`src/design/rap_defs.svh`:
```
// Purpose: Widths, reset values and idle pin levels for the parallel host port
// Assumes: Included by the package and by the design modules
// Notes:   Definitions only
`ifndef RAP_DEFS_SVH
`define RAP_DEFS_SVH

`define RAP_ADDR_W      4
`define RAP_DATA_W      8
`define RAP_ADDR_RST    4'h0
`define RAP_DATA_RST    8'h00
`define RAP_STROBE_IDLE 1'b1
`define RAP_SYNC_STAGES 2

`endif

```
`src/design/rap_pkg.sv`:
```
// Purpose: Shared types for the parallel host port
// Assumes: rap_defs.svh holds the numeric constants
// Notes:   Write tracker states are one-hot
`include "rap_defs.svh"

package rap_pkg;

	typedef logic [`RAP_ADDR_W-1:0] rap_addr_t;
	typedef logic [`RAP_DATA_W-1:0] rap_data_t;

	typedef enum logic [1:0] {
		RAP_ST_IDLE  = 2'b01,
		RAP_ST_WRITE = 2'b10
	} rap_wr_state_t;

endpackage : rap_pkg

```
`src/design/rap_sync_if.sv`:
```
// Purpose: Carries the synchronised host pins from the sampler to the port logic
// Assumes: All signals are in the core_clk domain
// Notes:   Strobes are active low, as on the pins
`timescale 1ns/1ps

interface rap_sync_if;
	import rap_pkg::*;

	logic      cs_n;
	logic      oe_n;
	logic      we_n;
	rap_addr_t addr;
	rap_data_t dq;

	modport drv (output cs_n, oe_n, we_n, addr, dq);
	modport core (input cs_n, oe_n, we_n, addr, dq);

endinterface : rap_sync_if

```
`src/design/rap_pin_sync.sv`:
```
// Purpose: Two-flop synchronisers for every host pin
// Assumes: Host pins are asynchronous to core_clk
// Notes:   First stage feeds only the second stage
`timescale 1ns/1ps
`include "rap_defs.svh"

module rap_pin_sync
	import rap_pkg::*;
(
	// Clock and reset
	input  wire logic   core_clk,
	input  wire logic   rstn,
	// Raw host pins
	input  wire logic   cs_n_pin,
	input  wire logic   oe_n_pin,
	input  wire logic   we_n_pin,
	input  wire rap_addr_t addr_pin,
	input  wire rap_data_t dq_in,
	// Synchronised side
	rap_sync_if.drv     sif
);

	logic      cs_n_meta;
	logic      oe_n_meta;
	logic      we_n_meta;
	rap_addr_t addr_meta;
	rap_data_t dq_meta;

	// Strobes reset to idle so no access is seen coming out of reset
	always_ff @(posedge core_clk) begin
		if (!rstn) begin
			cs_n_meta <= `RAP_STROBE_IDLE;
			oe_n_meta <= `RAP_STROBE_IDLE;
			we_n_meta <= `RAP_STROBE_IDLE;
			sif.cs_n  <= `RAP_STROBE_IDLE;
			sif.oe_n  <= `RAP_STROBE_IDLE;
			sif.we_n  <= `RAP_STROBE_IDLE;
		end else begin
			cs_n_meta <= cs_n_pin;
			oe_n_meta <= oe_n_pin;
			we_n_meta <= we_n_pin;
			sif.cs_n  <= cs_n_meta;
			sif.oe_n  <= oe_n_meta;
			sif.we_n  <= we_n_meta;
		end
	end

	// Address and data are qualified by the strobes downstream
	always_ff @(posedge core_clk) begin
		if (!rstn) begin
			addr_meta <= `RAP_ADDR_RST;
			dq_meta   <= `RAP_DATA_RST;
			sif.addr  <= `RAP_ADDR_RST;
			sif.dq    <= `RAP_DATA_RST;
		end else begin
			addr_meta <= addr_pin;
			dq_meta   <= dq_in;
			sif.addr  <= addr_meta;
			sif.dq    <= dq_meta;
		end
	end

endmodule : rap_pin_sync

```
`src/design/rap_port.sv`:
```
// Purpose: Asynchronous SRAM-style host port for the clock and control locations
// Assumes: Register storage sits outside; read data returns combinationally on rd_data
// Notes:   All pins are sampled through two flops, so strobes must last several core_clk cycles
//
// How it works
// - The write strobe pin is the write control for the register locations.
// - The output strobe pin is the read control for the register locations.
// - A write happens only while select and write strobe are both low.
// - A write starts at the later falling edge of select and write strobe.
// - A write ends at the earlier rising edge of select and write strobe.
// - If select falls with or after the write strobe, the data pins stay undriven until select rises.
// - During a write with the output strobe high the data pins are never driven.
// - During a continuous read the pins follow the location picked by the current address.
`timescale 1ns/1ps
`include "rap_defs.svh"

module rap_port
	import rap_pkg::*;
(
	// Clock and reset
	input  wire logic      core_clk,
	input  wire logic      rstn,
	// Host pins
	input  wire logic      cs_n_pin,
	input  wire logic      oe_n_pin,
	input  wire logic      we_n_pin,
	input  wire rap_addr_t addr_pin,
	input  wire rap_data_t dq_in,
	output logic [`RAP_DATA_W-1:0] dq_out,
	output logic           dq_oe,
	// Register side
	output logic [`RAP_ADDR_W-1:0] rd_addr,
	input  wire rap_data_t rd_data,
	output logic           wr_strobe,
	output logic [`RAP_ADDR_W-1:0] wr_addr,
	output logic [`RAP_DATA_W-1:0] wr_data
);

	// ------------------------------------------------------------
	// Helpers
	// ------------------------------------------------------------
	function automatic logic rap_overlap(input logic cs_n, input logic we_n);
		rap_overlap = !cs_n && !we_n;
	endfunction : rap_overlap

	function automatic logic rap_read_ok(input logic cs_n, input logic oe_n, input logic we_n);
		rap_read_ok = !cs_n && !oe_n && we_n;
	endfunction : rap_read_ok

	// ------------------------------------------------------------
	// Pin sampling
	// ------------------------------------------------------------
	rap_sync_if sif ();

	rap_pin_sync u_sync (
		.core_clk (core_clk),
		.rstn     (rstn),
		.cs_n_pin (cs_n_pin),
		.oe_n_pin (oe_n_pin),
		.we_n_pin (we_n_pin),
		.addr_pin (addr_pin),
		.dq_in    (dq_in),
		.sif      (sif)
	);

	rap_wr_state_t wr_state_reg;
	rap_wr_state_t wr_state_next;
	logic          cs_n_prev_reg;
	logic          inhibit_reg;
	logic          overlap;
	logic          drive_next;
	rap_addr_t     lat_addr_reg;
	rap_data_t     lat_data_reg;
	logic          wr_strobe_reg;
	rap_addr_t     wr_addr_reg;
	rap_data_t     wr_data_reg;
	rap_addr_t     rd_addr_reg;
	rap_data_t     dq_out_reg;
	logic          dq_oe_reg;

	assign overlap = rap_overlap(sif.cs_n, sif.we_n);

	// ------------------------------------------------------------
	// Write tracking
	// ------------------------------------------------------------
	always_comb begin
		wr_state_next = wr_state_reg;
		case (wr_state_reg)
			RAP_ST_IDLE: begin
				if (overlap) begin
					wr_state_next = RAP_ST_WRITE;
				end
			end
			RAP_ST_WRITE: begin
				if (!overlap) begin
					wr_state_next = RAP_ST_IDLE;
				end
			end
			default: begin
				wr_state_next = RAP_ST_IDLE;
			end
		endcase
	end

	always_ff @(posedge core_clk) begin
		if (!rstn) begin
			wr_state_reg <= RAP_ST_IDLE;
		end else begin
			wr_state_reg <= wr_state_next;
		end
	end

	// Keep the last values seen inside the overlap; hold time at the end may be zero
	always_ff @(posedge core_clk) begin
		if (!rstn) begin
			lat_addr_reg <= `RAP_ADDR_RST;
			lat_data_reg <= `RAP_DATA_RST;
		end else if (overlap) begin
			lat_addr_reg <= sif.addr;
			lat_data_reg <= sif.dq;
		end
	end

	// One-cycle commit after the write closes
	always_ff @(posedge core_clk) begin
		if (!rstn) begin
			wr_strobe_reg <= 1'b0;
			wr_addr_reg   <= `RAP_ADDR_RST;
			wr_data_reg   <= `RAP_DATA_RST;
		end else begin
			wr_strobe_reg <= (wr_state_reg == RAP_ST_WRITE) && !overlap;
			if ((wr_state_reg == RAP_ST_WRITE) && !overlap) begin
				wr_addr_reg <= lat_addr_reg;
				wr_data_reg <= lat_data_reg;
			end
		end
	end

	// ------------------------------------------------------------
	// Output inhibit for select-late writes
	// ------------------------------------------------------------
	always_ff @(posedge core_clk) begin
		if (!rstn) begin
			cs_n_prev_reg <= `RAP_STROBE_IDLE;
			inhibit_reg   <= 1'b0;
		end else begin
			cs_n_prev_reg <= sif.cs_n;
			if (sif.cs_n) begin
				inhibit_reg <= 1'b0;
			end else if (cs_n_prev_reg && !sif.we_n) begin
				inhibit_reg <= 1'b1;
			end
		end
	end

	// ------------------------------------------------------------
	// Read path
	// ------------------------------------------------------------
	// Same-sample select and write fall must block at once, not one cycle late
	assign drive_next = rap_read_ok(sif.cs_n, sif.oe_n, sif.we_n) && !inhibit_reg;

	always_ff @(posedge core_clk) begin
		if (!rstn) begin
			rd_addr_reg <= `RAP_ADDR_RST;
		end else begin
			rd_addr_reg <= sif.addr;
		end
	end

	// rd_data answers rd_addr in the same cycle
	always_ff @(posedge core_clk) begin
		if (!rstn) begin
			dq_out_reg <= `RAP_DATA_RST;
			dq_oe_reg  <= 1'b0;
		end else begin
			dq_oe_reg <= drive_next;
			if (drive_next) begin
				dq_out_reg <= rd_data;
			end
		end
	end

	assign dq_out    = dq_out_reg;
	assign dq_oe     = dq_oe_reg;
	assign rd_addr   = rd_addr_reg;
	assign wr_strobe = wr_strobe_reg;
	assign wr_addr   = wr_addr_reg;
	assign wr_data   = wr_data_reg;

	// ------------------------------------------------------------
	// Checks
	// ------------------------------------------------------------
	property p_wr_needs_overlap;
		@(posedge core_clk) disable iff (!rstn)
		wr_strobe_reg |-> $past(overlap, 2) && !$past(overlap);
	endproperty
	a_wr_needs_overlap: assert property (p_wr_needs_overlap)
		else $error("write committed without a select and write overlap");

	property p_wr_start;
		@(posedge core_clk) disable iff (!rstn)
		$rose(overlap) |=> (wr_state_reg == RAP_ST_WRITE);
	endproperty
	a_wr_start: assert property (p_wr_start)
		else $error("write did not start at the later falling strobe");

	property p_wr_end;
		@(posedge core_clk) disable iff (!rstn)
		(wr_state_reg == RAP_ST_WRITE) && !overlap |=> wr_strobe_reg ##1 !wr_strobe_reg;
	endproperty
	a_wr_end: assert property (p_wr_end)
		else $error("write end not a single commit pulse");

	property p_wr_capture;
		@(posedge core_clk) disable iff (!rstn)
		wr_strobe_reg |-> (wr_data_reg == $past(sif.dq, 2)) && (wr_addr_reg == $past(sif.addr, 2));
	endproperty
	a_wr_capture: assert property (p_wr_capture)
		else $error("committed word differs from last write sample");

	property p_late_select_quiet;
		@(posedge core_clk) disable iff (!rstn)
		inhibit_reg && !sif.cs_n |=> !dq_oe_reg;
	endproperty
	a_late_select_quiet: assert property (p_late_select_quiet)
		else $error("data pins driven in a select-late write");

	property p_no_drive_in_write;
		@(posedge core_clk) disable iff (!rstn)
		!sif.we_n |=> !dq_oe_reg;
	endproperty
	a_no_drive_in_write: assert property (p_no_drive_in_write)
		else $error("data pins driven while write strobe low");

	property p_drive_only_read;
		@(posedge core_clk) disable iff (!rstn)
		dq_oe_reg |-> $past(rap_read_ok(sif.cs_n, sif.oe_n, sif.we_n));
	endproperty
	a_drive_only_read: assert property (p_drive_only_read)
		else $error("data pins driven outside a read");

	property p_oe_controls;
		@(posedge core_clk) disable iff (!rstn)
		$rose(dq_oe_reg) |-> !$past(sif.oe_n);
	endproperty
	a_oe_controls: assert property (p_oe_controls)
		else $error("output enabled without output strobe low");

	property p_read_follows;
		@(posedge core_clk) disable iff (!rstn)
		dq_oe_reg |-> dq_out_reg == $past(rd_data);
	endproperty
	a_read_follows: assert property (p_read_follows)
		else $error("read data not from current address");

	property p_we_only_writes;
		@(posedge core_clk) disable iff (!rstn)
		sif.we_n [*3] |-> !wr_strobe_reg;
	endproperty
	a_we_only_writes: assert property (p_we_only_writes)
		else $error("write commit without the write strobe");

endmodule : rap_port

```
`config.mk`:
```
export PLATFORM = sky130hd
export DESIGN_NAME = rap_port
export DESIGN_NICKNAME = d
export VERILOG_FILES = /design/src/design/rap_pkg.sv /design/src/design/rap_sync_if.sv /design/src/design/rap_pin_sync.sv /design/src/design/rap_port.sv
export VERILOG_INCLUDE_DIRS = /design/src /design/src/design
export SDC_FILE = /design/constraint.sdc
export NUM_CORES = 1
export LEC_CHECK = 0
export BUFFER_PORTS_ARGS = -buffer_cell sky130_fd_sc_hd__buf_2
export CELL_PAD_IN_SITES_DETAIL_PLACEMENT = 1
export CELL_PAD_IN_SITES_GLOBAL_PLACEMENT = 1
export CORE_ASPECT_RATIO = 1.75
export CORE_UTILIZATION = 27
export CTS_CLUSTER_SIZE = 30
export DETAILED_ROUTE_END_ITERATION = 10
export MAX_ROUTING_LAYER = met4
export PLACE_DENSITY = 0.57
export SYNTH_ARGS = -nofsm -noshare
export SYNTH_HDL_FRONTEND = slang
export SYNTH_HIERARCHICAL = 1
export SYNTH_SLANG_ARGS = --single-unit
```
`constraint.sdc`:
```
create_clock -name core_clk -period 1.95 [get_ports core_clk]
set_input_delay 0.0975 -clock core_clk [delete_from_list [all_inputs] [get_ports core_clk]]
set_output_delay 0.0975 -clock core_clk [all_outputs]
set_load 0.005 [all_outputs]
```
Word level (Yosys, flattened, before mapping) --
Cells that the tools add are included.
Operators by class: eq/ne operators 4, multiplexer cells 3, bitwise operators 1, reductions and logical operators 13
Operators with widths (number):
- logical AND 1 bit | 6
- zero test 1 bit | 5
- 2-to-1 mux 2 bit | 2
- != test 2 bit (second input constant) | 2
- one-hot mux 2 bit (2 select lines) | 1
- equality test 2 x 1 -> 1 bit (second input constant) | 1
- equality test 2 bit (second input constant) | 1
- AND reduction 2 bit | 1
- OR reduction 2 bit | 1
- NOT 1 bit | 1
Storage, ports and cells: register bits after elaboration 72, bits of input ports 25, output and inout bits 26, logic and storage cells 42

Logic depth before layout (Yosys ltp) --
Gate-level depths: netlist of the first run.
word-level depth 4, mapped depth 4, mapped depth without buffers 3

By module --
Netlist of the first run, hierarchy kept.
By module, submodules not included:
- rap_port | instances 1, cells each 165, area an instance 1524.0 µm²
- rap_pin_sync | instances 1, cells each 63, area an instance 805.8 µm²

Least setup slack after synthesis of the first run --
OpenSTA, ideal clock, no wires.
kind reg2reg, start register u_sync.sif.cs_n, end register wr_addr_reg[0] (netlist: wr_addr[0]), setup time 0.072 ns, arrival time 1.111 ns, required time 1.878 ns, setup slack 0.767 ns, cell stages (with the launch flop) 5, path through dfxtp_1 nor2_2 nor3b_4 buf_6 mux2i_1
On the way: word-level cells in the longest chain between the ends 4
Ends and longest elaborated chain:
- from (decl) | line rap_sync_if.sv:15 | modport drv (output cs_n, oe_n, we_n, addr, dq);
- from (signal assigned) | line rap_pin_sync.sv:35 | sif.cs_n <= `RAP_STROBE_IDLE;
- from (signal assigned) | line rap_pin_sync.sv:42 | sif.cs_n <= cs_n_meta;
- zero test 1 bit | line rap_port.sv:43 | rap_overlap = !cs_n && !we_n;
- logical AND 1 bit | line rap_port.sv:43
- zero test 1 bit | line rap_port.sv:132 | if ((wr_state_reg == RAP_ST_WRITE) && !overlap) begin
- logical AND 1 bit | line rap_port.sv:132
- to (signal assigned) | line rap_port.sv:128 | wr_addr_reg <= `RAP_ADDR_RST;
- to (signal assigned) | line rap_port.sv:133 | wr_addr_reg <= lat_addr_reg;
- to (decl) | line rap_port.sv:75 | rap_addr_t wr_addr_reg;
No other way between the ends. A chain may end at the register's enable or synchronous reset.

Final worst setup path of the first run --
start register u_sync.sif.cs_n, end register dq_out_reg[6] (netlist: dq_out[6])
On the way: word-level cells in the longest chain between the ends 4
Ends and longest elaborated chain:
- zero test 1 bit | line rap_port.sv:47 | rap_read_ok = !cs_n && !oe_n && we_n;
- logical AND 1 bit (2 in a row) | line rap_port.sv:47
- logical AND 1 bit | line rap_port.sv:160 | assign drive_next = rap_read_ok(sif.cs_n, sif.oe_n, sif.we_n) && !inhibit_reg;
- to (signal assigned) | line rap_port.sv:173 | dq_out_reg <= `RAP_DATA_RST;
- to (signal assigned) | line rap_port.sv:178 | dq_out_reg <= rd_data;
- to (decl) | line rap_port.sv:78 | rap_data_t dq_out_reg;
No other way between the ends.

==> results by stage, run 1 <==
Route:
- In the routed layout, each cell is associated on average with a via count of 3.950.
- The count of nets left with antenna violations once routing finished came out at 0.
- The routed design has 4.284 mm of wire.
- The first routing iteration left 80 violations.
- For this block, the via count after detailed routing is 1659.
- The number of remaining DRC errors is 0.
- After detailed routing, the average wire length per cell comes to 10.20 µm.
- The first detailed-routing pass took 4 iterations.

Global routing:
- The sum of overflow across all layers after global routing is 0.
- The initial antenna violation count is 0.
- The first global-routing pass estimated 7.541 mm of wire.
- The number of global-route vias before repair is 1699.
- For this run, the total global-route usage over all layers was measured as 0.1134.
- Entering global routing, the biggest net connects 44 pins.

STA:
- Setup repair after global routing left no endpoint under its margin.
- After routing, the total negative slack on setup checks comes to 0 ps.
- The hold violation count in the final report was 0.
- The maximum operating frequency is 777.8 MHz.
- The share of the clock period used by the worst path is 0.6593.
- The final count of pins violating max slew came to 0.
- For the pin with the worst max-slew slack, the measured transition is 482.0 ps.
- Counting I/O delays and the setup requirement, the final critical path takes 1286 ps.
- The final clock skew is 8.986 ps.
- The tightest slew margin relative to the limit is 0.6773.
- The setup violation total in the final timing report is 0.
- The final setup slack of the worst path is 664.4 ps.

Min path:
- The tightest min-delay check is of the input pin to register type.

CTS:
- The post-CTS setup buffer count is 0.
- The clock transition time at the flip-flop clock pins of the worst setup and hold paths is 50 ps.
- The number of clock buffers inserted by TritonCTS is 9.
- The later pin in the worst-skew pair is clocked with a latency of 320 ps.
- TritonCTS built the clock tree.
- The buffer depth of the longest clock path is 2.
- CTS built an H-tree with a depth of 3.
- The clock drives 72 sinks.
- In this run the clock root is driven by a clkbuf_16.

Yosys:
- The proportion of synthesized area in mux cells is 0.05156.
- The net count after synthesis is 253.
- The commonest cells after synthesis are dfxtp_1 (72), nand2_1 (56), and2_1 (30), a21boi_0 (12), mux2i_1 (12).
- The proportion of netlist area held by the largest area contributor is 0.6187.
- A synthesized cell averages 10.22 µm².
- After synthesis, the largest family of logic cells by area is simple AND/OR/NAND/NOR gates.
- The fraction of synthesis flops using an asynchronous set or reset pin is 0.
- The area share of and/or/nand/nor cells after synthesis is 0.2342.
- Counting flops and latches in the post-synthesis netlist gives 72.
- dfxtp_1 takes more of the synthesized area than any other cell.
- The count of unique library cells instantiated by Yosys is 22.
- After synthesis, the cell types taking the most area are dfxtp_1 (62%), nand2_1 (9.0%), and2_1 (8.1%).
- Of the total synthesized cell area, the portion taken by full adders, half adders and majority gates is 0.
- The dominant synthesized flop cell is dfxtp_1.
- The most repeated cell in the gate-level netlist after synthesis is dfxtp_1.
- The Yosys step of the flow raised 6 warnings.
- The post-synthesis share of cell area spent on xor and xnor gates is 0.003759.
- The mapped netlist covers 0.002330 mm².
- Counting flops with a built-in enable in the synthesized netlist gives 0.
- The compound-gate portion of the synthesized area came to 0.05800.
- The synthesized instance count is 228.
- Of the synthesized area, sequential elements account for 0.6187.

Run status:
- The run finished with clean final reports.

Floorplanning:
- The horizontal extent of the die is 72.22 µm.
- The floorplan has 44 rows.
- For this configuration, the core starts out at a cell density of 0.2803.
- The count of boundary I/O pins is 51.
- In this run the vertical extent of the chip is 124.9 µm.
- The area of the die is 0.009019 mm².
- The region available for standard cell placement spans 0.008313 mm².

Critical path:
- The critical path required time is 2200 ps.
- Data on the critical path arrives at its endpoint at 1540 ps.
- Grouping stages by cell kind, the critical path spends the most delay in simple AND/OR/NAND/NOR gates.
- Walking the worst path, the cells encountered are nor4b_4, buf_4, nand3_1, o21ai_1.
- The number of buffers and inverters on the critical path is 1.
- The largest fanout of any net on the critical path is 10.
- In this design, the stage delay of the slowest critical-path cell is 490 ps.
- STA classifies the critical path startpoint as a register.
- The cell at the slowest stage of the critical path is nor4b_4.
- STA classifies the critical path endpoint as a register.
- The worst setup path is of the register to register kind.

Flow run:
- Across the run, the number of max-cap violations was 0.

Power:
- The completed layout was analyzed and its total power is 3.121 mW.
- The leakage power is 1.298 nW.
- The largest voltage drop on the vdd net is 0.4080 mV.
- Dividing total power by cell area gives a power density of 980.2 mW/mm².

Place:
- The final weighted congestion of routability-driven global placement is 0.6341.
- OpenSTA, run right after detailed placement, puts the worst setup slack at 645.2 ps.
- Once detailed placement completed, the half-perimeter wirelength came to 2.861 mm.
- The count of input and output buffers is 50.

Finish:
- In the final layout, the share of cells above drive strength 1 is 0.2361.
- For this run, the post-layout net count is 327.
- The layout overhead on the synthesized area is 36.68%.
- The antenna diode instance count is 0.
[per-stage QoR]
step	instance area, µm²	util	hold slack, ps	std cells
2_1_floorplan	2330	-	192.7	228
3_3_place_gp	2710	0.3260	282.8	386
3_5_place_dp	2710	0.3260	287.0	386
4_1_cts	3184	0.3831	7.186	420
5_1_grt	3184	0.3831	36.21	420
6_report	3184	0.3831	12.68	420
[per-layer routing]
metal | part of all wire | vias up | global-route usage
met1 | 0.44 | 745 | 0.1199
met4 | 0.032 | 0 | 0.07612
met2 | 0.48 | 38 | 0.1765
met3 | 0.040 | 9 | 0.03641
met5 | 0 | - | -
li1 | - | 867 | -
[tightest hold or removal path, delay by kind of cell]
kind,cells,cell delay (ps)
simple gates,1,50
compound gates,1,70
buf+inv,1,80
[report_power, final]
group / internal, mW / switching, mW / leakage, nW / total [mW]
registers: 1.51 / 0.0105 / 0.587 / 1.52
logic: 0.0727 / 0.0467 / 0.576 / 0.119
clock network: 0.950 / 0.534 / 0.135 / 1.48
total: 2.53 / 0.591 / 1.30 / 3.12
[repair_timing]
item,CTS,global route
resized for setup,0,0
hold endpoints to repair,20,0
hold buffers,20,0
[kinds of logic after synthesis]
group / count (synthesis)
XOR/XNOR: 1
multiplexers: 12
AO/OA/AOI/OAI: 21
buffers and inverters: 15
flip-flops: 72
AND/OR/NAND/NOR: 107
[worst paths after layout]
kind / start / endpoint / slack (ps) / cells after the start
max: u_sync/sif.cs_n / dq_out[6] / 660 / 4
min: rd_data[4] / dq_out[4] / 10 / 3
max reg2reg: u_sync/sif.cs_n / dq_out[6] / 660 / 4
min reg2reg: u_sync/cs_n_meta / u_sync/sif.cs_n / 410 / 1
[final cells by class]
type                       count  area, µm²
sequential                    72       1441
inverter                       2      7.507
tap                          115      143.9
multi-input combinational    141      809.5
timing repair buffer          76      508.0
fill                         956       5129
clock buffer                  14      274.0
[cell usage in the layout, fill, tap and decap left out, drive strengths merged, types with 2 or more instances in the layout]
cell and n:
clkbuf 14, mux2i 12, a21boi 12, nor2 2, dfxtp 72, inv 2, o21ai 8, nand2b 7
dlygate4sd3 20, nand3 9, nand2 56, buf 56, and2 30
(Power assumes the default switching activity.)
==> run 2, diff against run 1 <==
--- a/config.mk
+++ b/config.mk
@@ -14,7 +14,7 @@
 export CTS_CLUSTER_SIZE = 30
 export DETAILED_ROUTE_END_ITERATION = 10
 export MAX_ROUTING_LAYER = met4
-export PLACE_DENSITY = 0.57
+export PLACE_DENSITY = 0.59
 export SYNTH_ARGS = -nofsm -noshare
 export SYNTH_HDL_FRONTEND = slang
 export SYNTH_HIERARCHICAL = 1
==> constraint.sdc (replaced) <==
create_clock -name core_clk -period 1.11 [get_ports core_clk]
set_input_delay 0.0555 -clock core_clk [delete_from_list [all_inputs] [get_ports core_clk]]
set_output_delay 0.0555 -clock core_clk [all_outputs]
set_load 0.005 [all_outputs]
==> run 2 against run 1 <==
Global-route usage barely moved. Sequential share of layout area is 0.81 points lower. Utilization rose by 0.93 points. Register-to-register slack lost 650 ps. Setup slack got worse by 650 ps. Largest cell class unchanged.
==> results by stage, run 2 (same netlist as run 1, synthesis figures left out) <==
Finish:
- Summing all non-filler instances in the final layout gives an area of 0.003262 mm².
- In the layout the commonest cells are dfxtp_1 (69), nand2_1 (56), buf_2 (50).
- The library cell used most frequently in the layout, excluding fill and tap cells, is dfxtp_1.
- In the final layout, the share of cells above drive strength 1 is 0.2492.
- The layout overhead on the synthesized area is 40.01%.
- The sequential cells in the finished layout cover a total of 0.001450 mm².
- Summing all multi-input logic gate instances after layout gives 833.3 µm².
- Once layout is complete, the cells apart from fillers number 424.
- The antenna diode instance count is 0.
- The layout has 975 filler cells.
- The final layout contains 329 nets.
- The final cell utilization of the core is 0.3924.

Global routing:
- The number of global-route vias before repair was 1694.
- For this run, the total global-route usage over all layers was measured as 0.1133.
- The total overflow left after global routing is 0.
- The initial antenna violation count is 0.
- The first global-routing pass estimated 7.472 mm of wire.
- The largest net degree at the start of global routing is 70.

STA:
- For this run, the top clock speed supported by timing is 915.4 MHz.
- For the final routed database, the setup TNS stands at 0 ps.
- At the pin with the least slew margin, the transition time is 250.1 ps.
- The share of the clock period used by the worst path is 0.9842.
- Setup violations remaining at the end of the flow were counted as 0.
- Across all setup checks in the final design, the least slack found is 17.53 ps.
- Setup repair after global routing could not meet its margin everywhere.
- The worst hold slack after final layout is 160.7 ps.
- The final count of pins violating max slew was 0.
- The hold violation count in the final report is 0.
- Clock skew on the completed layout was measured at 5.901 ps.
- For the finished layout, the period the worst path requires is 1092 ps.
- Headroom to the max-slew limit came out at 0.8326.

CTS:
- Counting along the longest clock path gives a buffer depth of 2.
- The number of sinks on the clock net is 72.
- In this run the clock root is driven by a clkbuf_16.
- The latest clock arrival within the worst-skew pair is 320 ps.
- CTS built an H-tree with a depth of 3.
- After clock tree synthesis, the clock-pin slew on the worst setup and hold paths is 50 ps.
- The post-CTS setup buffer count is 0.
- The CTS tree is done.
- TritonCTS created 9 clock buffers.

Place:
- Once placement completed, the tool counted placed cells totaling 385.
- The detailed placer's ending HPWL is 2.715 mm.
- The pre-CTS setup slack is 6.483 ps.
- The final weighted congestion of routability-driven global placement is 0.6408.
- The placed cell area is 0.002749 mm².
- The count of input and output buffers is 50.

Run status:
- The run finished with clean final reports.

Route:
- Using the TritonRoute via totals, the vias-per-cell ratio works out to 3.979.
- The initial DRC count is 84.
- Dividing the detail-routed wire length by the instance count gives 10.13 µm.
- The total wire length after detailed routing is 4.294 mm.
- The number of iterations in the first detailed-routing pass is 3.
- The total number of vias is 1687.
- After detailed routing, the number of remaining DRC violations is 0.
- In this run the remaining antenna-violating nets after routing total 0.

Floorplanning:
- The vertical die dimension is 124.9 µm.
- The initial standard-cell utilization of the core is 0.2803.
- The area of the die is 0.009019 mm².
- The number of rows created at floorplan is 44.
- Pin placement for this block handled 51 I/O pins.
- The placeable core region is 0.008313 mm².
- The horizontal extent of the die is 72.22 µm.

Critical path:
- Traced cell by cell, the critical path runs through nor2_4, nor3b_4, buf_12, mux2i_1.
- The start-to-end type of the worst setup path is register to register.
- The critical path required time is 1360 ps.
- Grouping stages by cell kind, the critical path spends the most delay in flip-flops.
- The combined buffer and inverter count along the critical path is 1.
- The worst setup path is launched from a register.
- The worst setup path is captured at a register.
- The critical path arrival is 1340 ps.
- The largest fanout of any net on the critical path is 13.
- The largest individual stage delay along the critical path comes from the cell dfxtp_4.
- The largest stage delay on the critical path is 370 ps.

Min path:
- The class of the worst hold path is input pin to register.

Power:
- For this design the static power due to leakage is 1.313 nW.
- Across the VDD grid, the largest voltage drop is 0.7318 mV.
- The power density relative to cell area is 1677 mW/mm².
- Total power for the finished layout comes to 5.470 mW.

Flow run:
- Max-cap violations in this run came to 0.
## run 2: changes by cell type in the layout (fill, tap and decap cells not counted), sizes merged
cell	before	now
dlygate4sd3	20	23
clkbuf	14	16
buf	56	55
## run 2: final timing paths
path | start | end | slack, ps | depth (start not counted)
max reg2reg | u_sync/sif.cs_n | wr_data[7] | 20 | 4
min reg2reg | u_sync/cs_n_meta | u_sync/sif.cs_n | 420 | 1
min | rstn | u_sync/sif.we_n | 160 | 3
max | u_sync/sif.cs_n | wr_data[7] | 20 | 4
## run 2: power breakdown
part	internal, mW	switching (mW)	total, mW	leakage [nW]
logic	0.134	0.0832	0.217	0.594
registers	2.64	0.0197	2.66	0.588
clock network	1.64	0.951	2.59	0.131
## run 2: metal layers
metal / share of wire / track usage / up-vias
met1: 0.42 / 0.1130 / 767
met4: 0.031 / 0.07958 / 0
met2: 0.50 / 0.1792 / 34
met5: 0 / - / -
li1: - / - / 876
met3: 0.046 / 0.04045 / 10
## run 2: worst reg2reg max path, delay by kind of cell (launching register included)
kind                   cells  cell delay [ps]
DFF                        1              370
and+or+nand+nor            2              270
muxes                      1              200
buffers and inverters      1              180
## run 2: layout make-up
class                           count  area share
Timing Repair Buffer               78      0.1703
Multi-Input combinational cell    141      0.2555
Clock buffer                       16     0.08324
Tap cell                          115     0.04411
Inverter                            2    0.002301
Sequential cell                    72      0.4446
## run 2: repair_timing
action,CTS,global route
gates resized for setup,1,7
gates cloned,0,0
hold buffers,23,0
endpoints found under the hold margin,23,0
setup endpoints to repair,2,26
==> run 3, diff against run 2 <==
--- a/config.mk
+++ b/config.mk
@@ -14,7 +14,7 @@
 export CTS_CLUSTER_SIZE = 30
 export DETAILED_ROUTE_END_ITERATION = 10
 export MAX_ROUTING_LAYER = met4
-export PLACE_DENSITY = 0.59
+export PLACE_DENSITY = 0.57
 export SYNTH_ARGS = -nofsm -noshare
 export SYNTH_HDL_FRONTEND = slang
 export SYNTH_HIERARCHICAL = 1
==> constraint.sdc (replaced) <==
create_clock -name core_clk -period 1.3 [get_ports core_clk]
set_input_delay 0.065 -clock core_clk [delete_from_list [all_inputs] [get_ports core_clk]]
set_output_delay 0.065 -clock core_clk [all_outputs]
set_load 0.005 [all_outputs]
==> run 3 against run 2 <==
Via count decreased by 1.6%. Cell count decreased by 0.24%. Global-route usage decreased by 0.49 points. First-iteration DRC count decreased by 18%. Clock-buffer cell count decreased by 7. Maximum frequency decreased by 4.9%. Combinational power decreased by 17%. Die area unchanged. Critical path type unchanged. Utilization decreased by 0.32 points. Largest power group is now clock. Sequential share of layout area increased by 0.090 points. Clock skew decreased by 1.3 ps. Sequential cell count unchanged.
==> results by stage, run 3 (same netlist as run 1, synthesis figures left out) <==
Min path:
- The startpoint identified for the worst hold timing path is rstn.
- The min-delay analysis places its worst path in the category input pin to register.

CTS:
- Counting every sink on the clock net gives 72.
- The number of resized instances in the post-cts repair step is 0.
- The number of clock buffers inserted by TritonCTS is 9.
- For this design, the CTS-stage hold fixing added 23 buffers.
- TritonCTS built the clock tree.
- For the worst-skew pair, the clock arrives at the later sink with an insertion delay of 330 ps.
- Post-CTS timing repair inserted 0 buffers for setup.
- In this run the deepest clock path goes through 2 buffers.
- The clock root buffer is clkbuf_16.
- Clock-pin slew was measured on the worst setup and hold paths at 50 ps.
- The deepest level of the CTS H-tree is 3.

Finish:
- Compared with the post-synthesis result, the final layout area differs by 38.88%.
- The most common library cell in the layout ignoring fill and taps is dfxtp_1.
- The final net count is 328.
- The finished cells cover 0.003236 mm².
- Leaving out fill and tap cells, the most frequent cells in the layout are dfxtp_1 (72), nand2_1 (56), buf_2 (50).
- The filler cell count in the final layout is 974.
- The number of antenna diodes in the final layout is 0.
- In the final layout, the share of cells above drive strength 1 is 0.2403.

Power:
- The leakage power is 1.310 nW.
- The largest voltage drop on the vdd net is 0.9862 mV.
- Dividing total power by cell area gives a power density of 1495 mW/mm².

Critical path:
- The kind of start point of the critical path is a register.
- At the worst endpoint, the required time is 1550 ps.
- STA classifies the critical path endpoint as a register.
- The timing startpoint of the critical path is u_sync/sif.cs_n.
- The critical path arrival is 1400 ps.
- The critical path is of the register to register type.
- Across all register-to-register paths, the minimum setup slack is 150 ps.
- The source of the worst register-to-register timing path is u_sync/sif.cs_n.
- The largest fanout of any net on the critical path is 13.

Route:
- The first routing iteration left 69 violations.
- For this block, the via count after detailed routing is 1660.
- The detail route stage leaves a number of antenna-violating nets equal to 0.
- The number of iterations in the first detailed-routing pass is 4.
- The wire length per cell after detailed routing is 10.09 µm.
- The via-per-instance ratio is 3.924.
- The routed design has 4.268 mm of wire.
- In the routed design, unresolved DRC markers number 0.

Global routing:
- The initial antenna violation count is 0.
- The number of global-route vias before repair came to 1628.
- The all-layer global routing usage is 0.1084.
- Entering global routing, the biggest net connects 91 pins.
- The first global-routing pass estimated 7.100 mm of wire.
- The sum of overflow across all layers after global routing is 0.

STA:
- The setup violation total in the final timing report is 0.
- Of the available clock period, the critical path in the final layout requires 0.8836.
- The tightest slew margin relative to the limit is 0.7868.
- The worst path needs 1149 ps of the cycle, external delays included.
- The hold violation count in the final report is 0.
- For the final database, setup skew stands at 4.621 ps.
- The maximum operating frequency is 870.6 MHz.
- The final count of pins violating max slew was 0.
- At the pin with the least slew margin, the transition time is 319.8 ps.
- The setup total negative slack is 0 ps.
- Setup repair after global routing left no endpoint under its margin.

Floorplanning:
- For this configuration, the core starts out at a cell density of 0.2803.
- The number of rows created at floorplan is 44.
- The horizontal extent of the die is 72.22 µm.
- The vertical die dimension is 124.9 µm.
- The area of the die is 0.009019 mm².
- The placeable core region is 0.008313 mm².
- The count of boundary I/O pins is 51.

Flow run:
- The number of maximum-capacitance violations is 0.

Place:
- The count of input and output buffers is 50.
- The final weighted congestion of routability-driven global placement is 0.5987.
- The detailed placer's ending HPWL is 2.643 mm.
- The placed cell area is 0.002708 mm².

Run status:
- The flow ran to the end, and the final reports show no timing, DRC or antenna violations.
[run 3: through the flow]
step           power, mW    util  instances  setup slack [ps]  hold WS, ps
3_3_place_gp       2.450  0.3257        384             197.8        248.3
3_5_place_dp       2.454  0.3257        384             143.7        257.3
6_report           4.836  0.3892        423             151.3        196.6
5_1_grt            5.028  0.3892        423             46.72        222.1
4_1_cts            4.916  0.3892        423             123.9        203.6
2_1_floorplan      2.393       -        228             117.0        160.2
[run 3: worst max-delay path, cell delays in order, from the launching register on]
cell and delay [ps]:
dfxtp_1 410, nor2_2 90, nor3b_4 210, buf_12 180, mux2i_1 190
[run 3: worst paths after layout]
kind,endpoint,cells after the start
max,wr_data[5],4
min,u_sync/sif.cs_n,3
min reg2reg,u_sync/sif.oe_n,1
max reg2reg,wr_data[5],4
[run 3: routing by layer]
| metal | part of all wire | track usage | wire, µm | up-vias |
|---|---|---|---|---|
| li1 | - | - | - | 876 |
| met1 | 0.42 | 0.09975 | 1800 | 737 |
| met2 | 0.50 | 0.1803 | 2114 | 37 |
| met3 | 0.045 | 0.02913 | 192 | 10 |
| met4 | 0.038 | 0.08997 | 161 | 0 |
| met5 | 0 | - | 0 | - |
[run 3: power by group]
group / internal (mW) / total, mW / switching [mW]
clock: 1.48 / 2.38 / 0.900
sequential: 2.26 / 2.27 / 0.0155
combinational: 0.111 / 0.181 / 0.0698
[run 3: layout make-up]
cell class / instances / area, µm² / share of cell area
flip-flops and latches: 72 / 1441 / 0.4455
multi-input cells: 141 / 809.5 / 0.2502
repair buffers: 77 / 535.5 / 0.1655
clock buffers: 9 / 225.2 / 0.06961
well taps: 115 / 143.9 / 0.04447
clock inverters: 7 / 72.57 / 0.02243
inverters: 2 / 7.507 / 0.002320
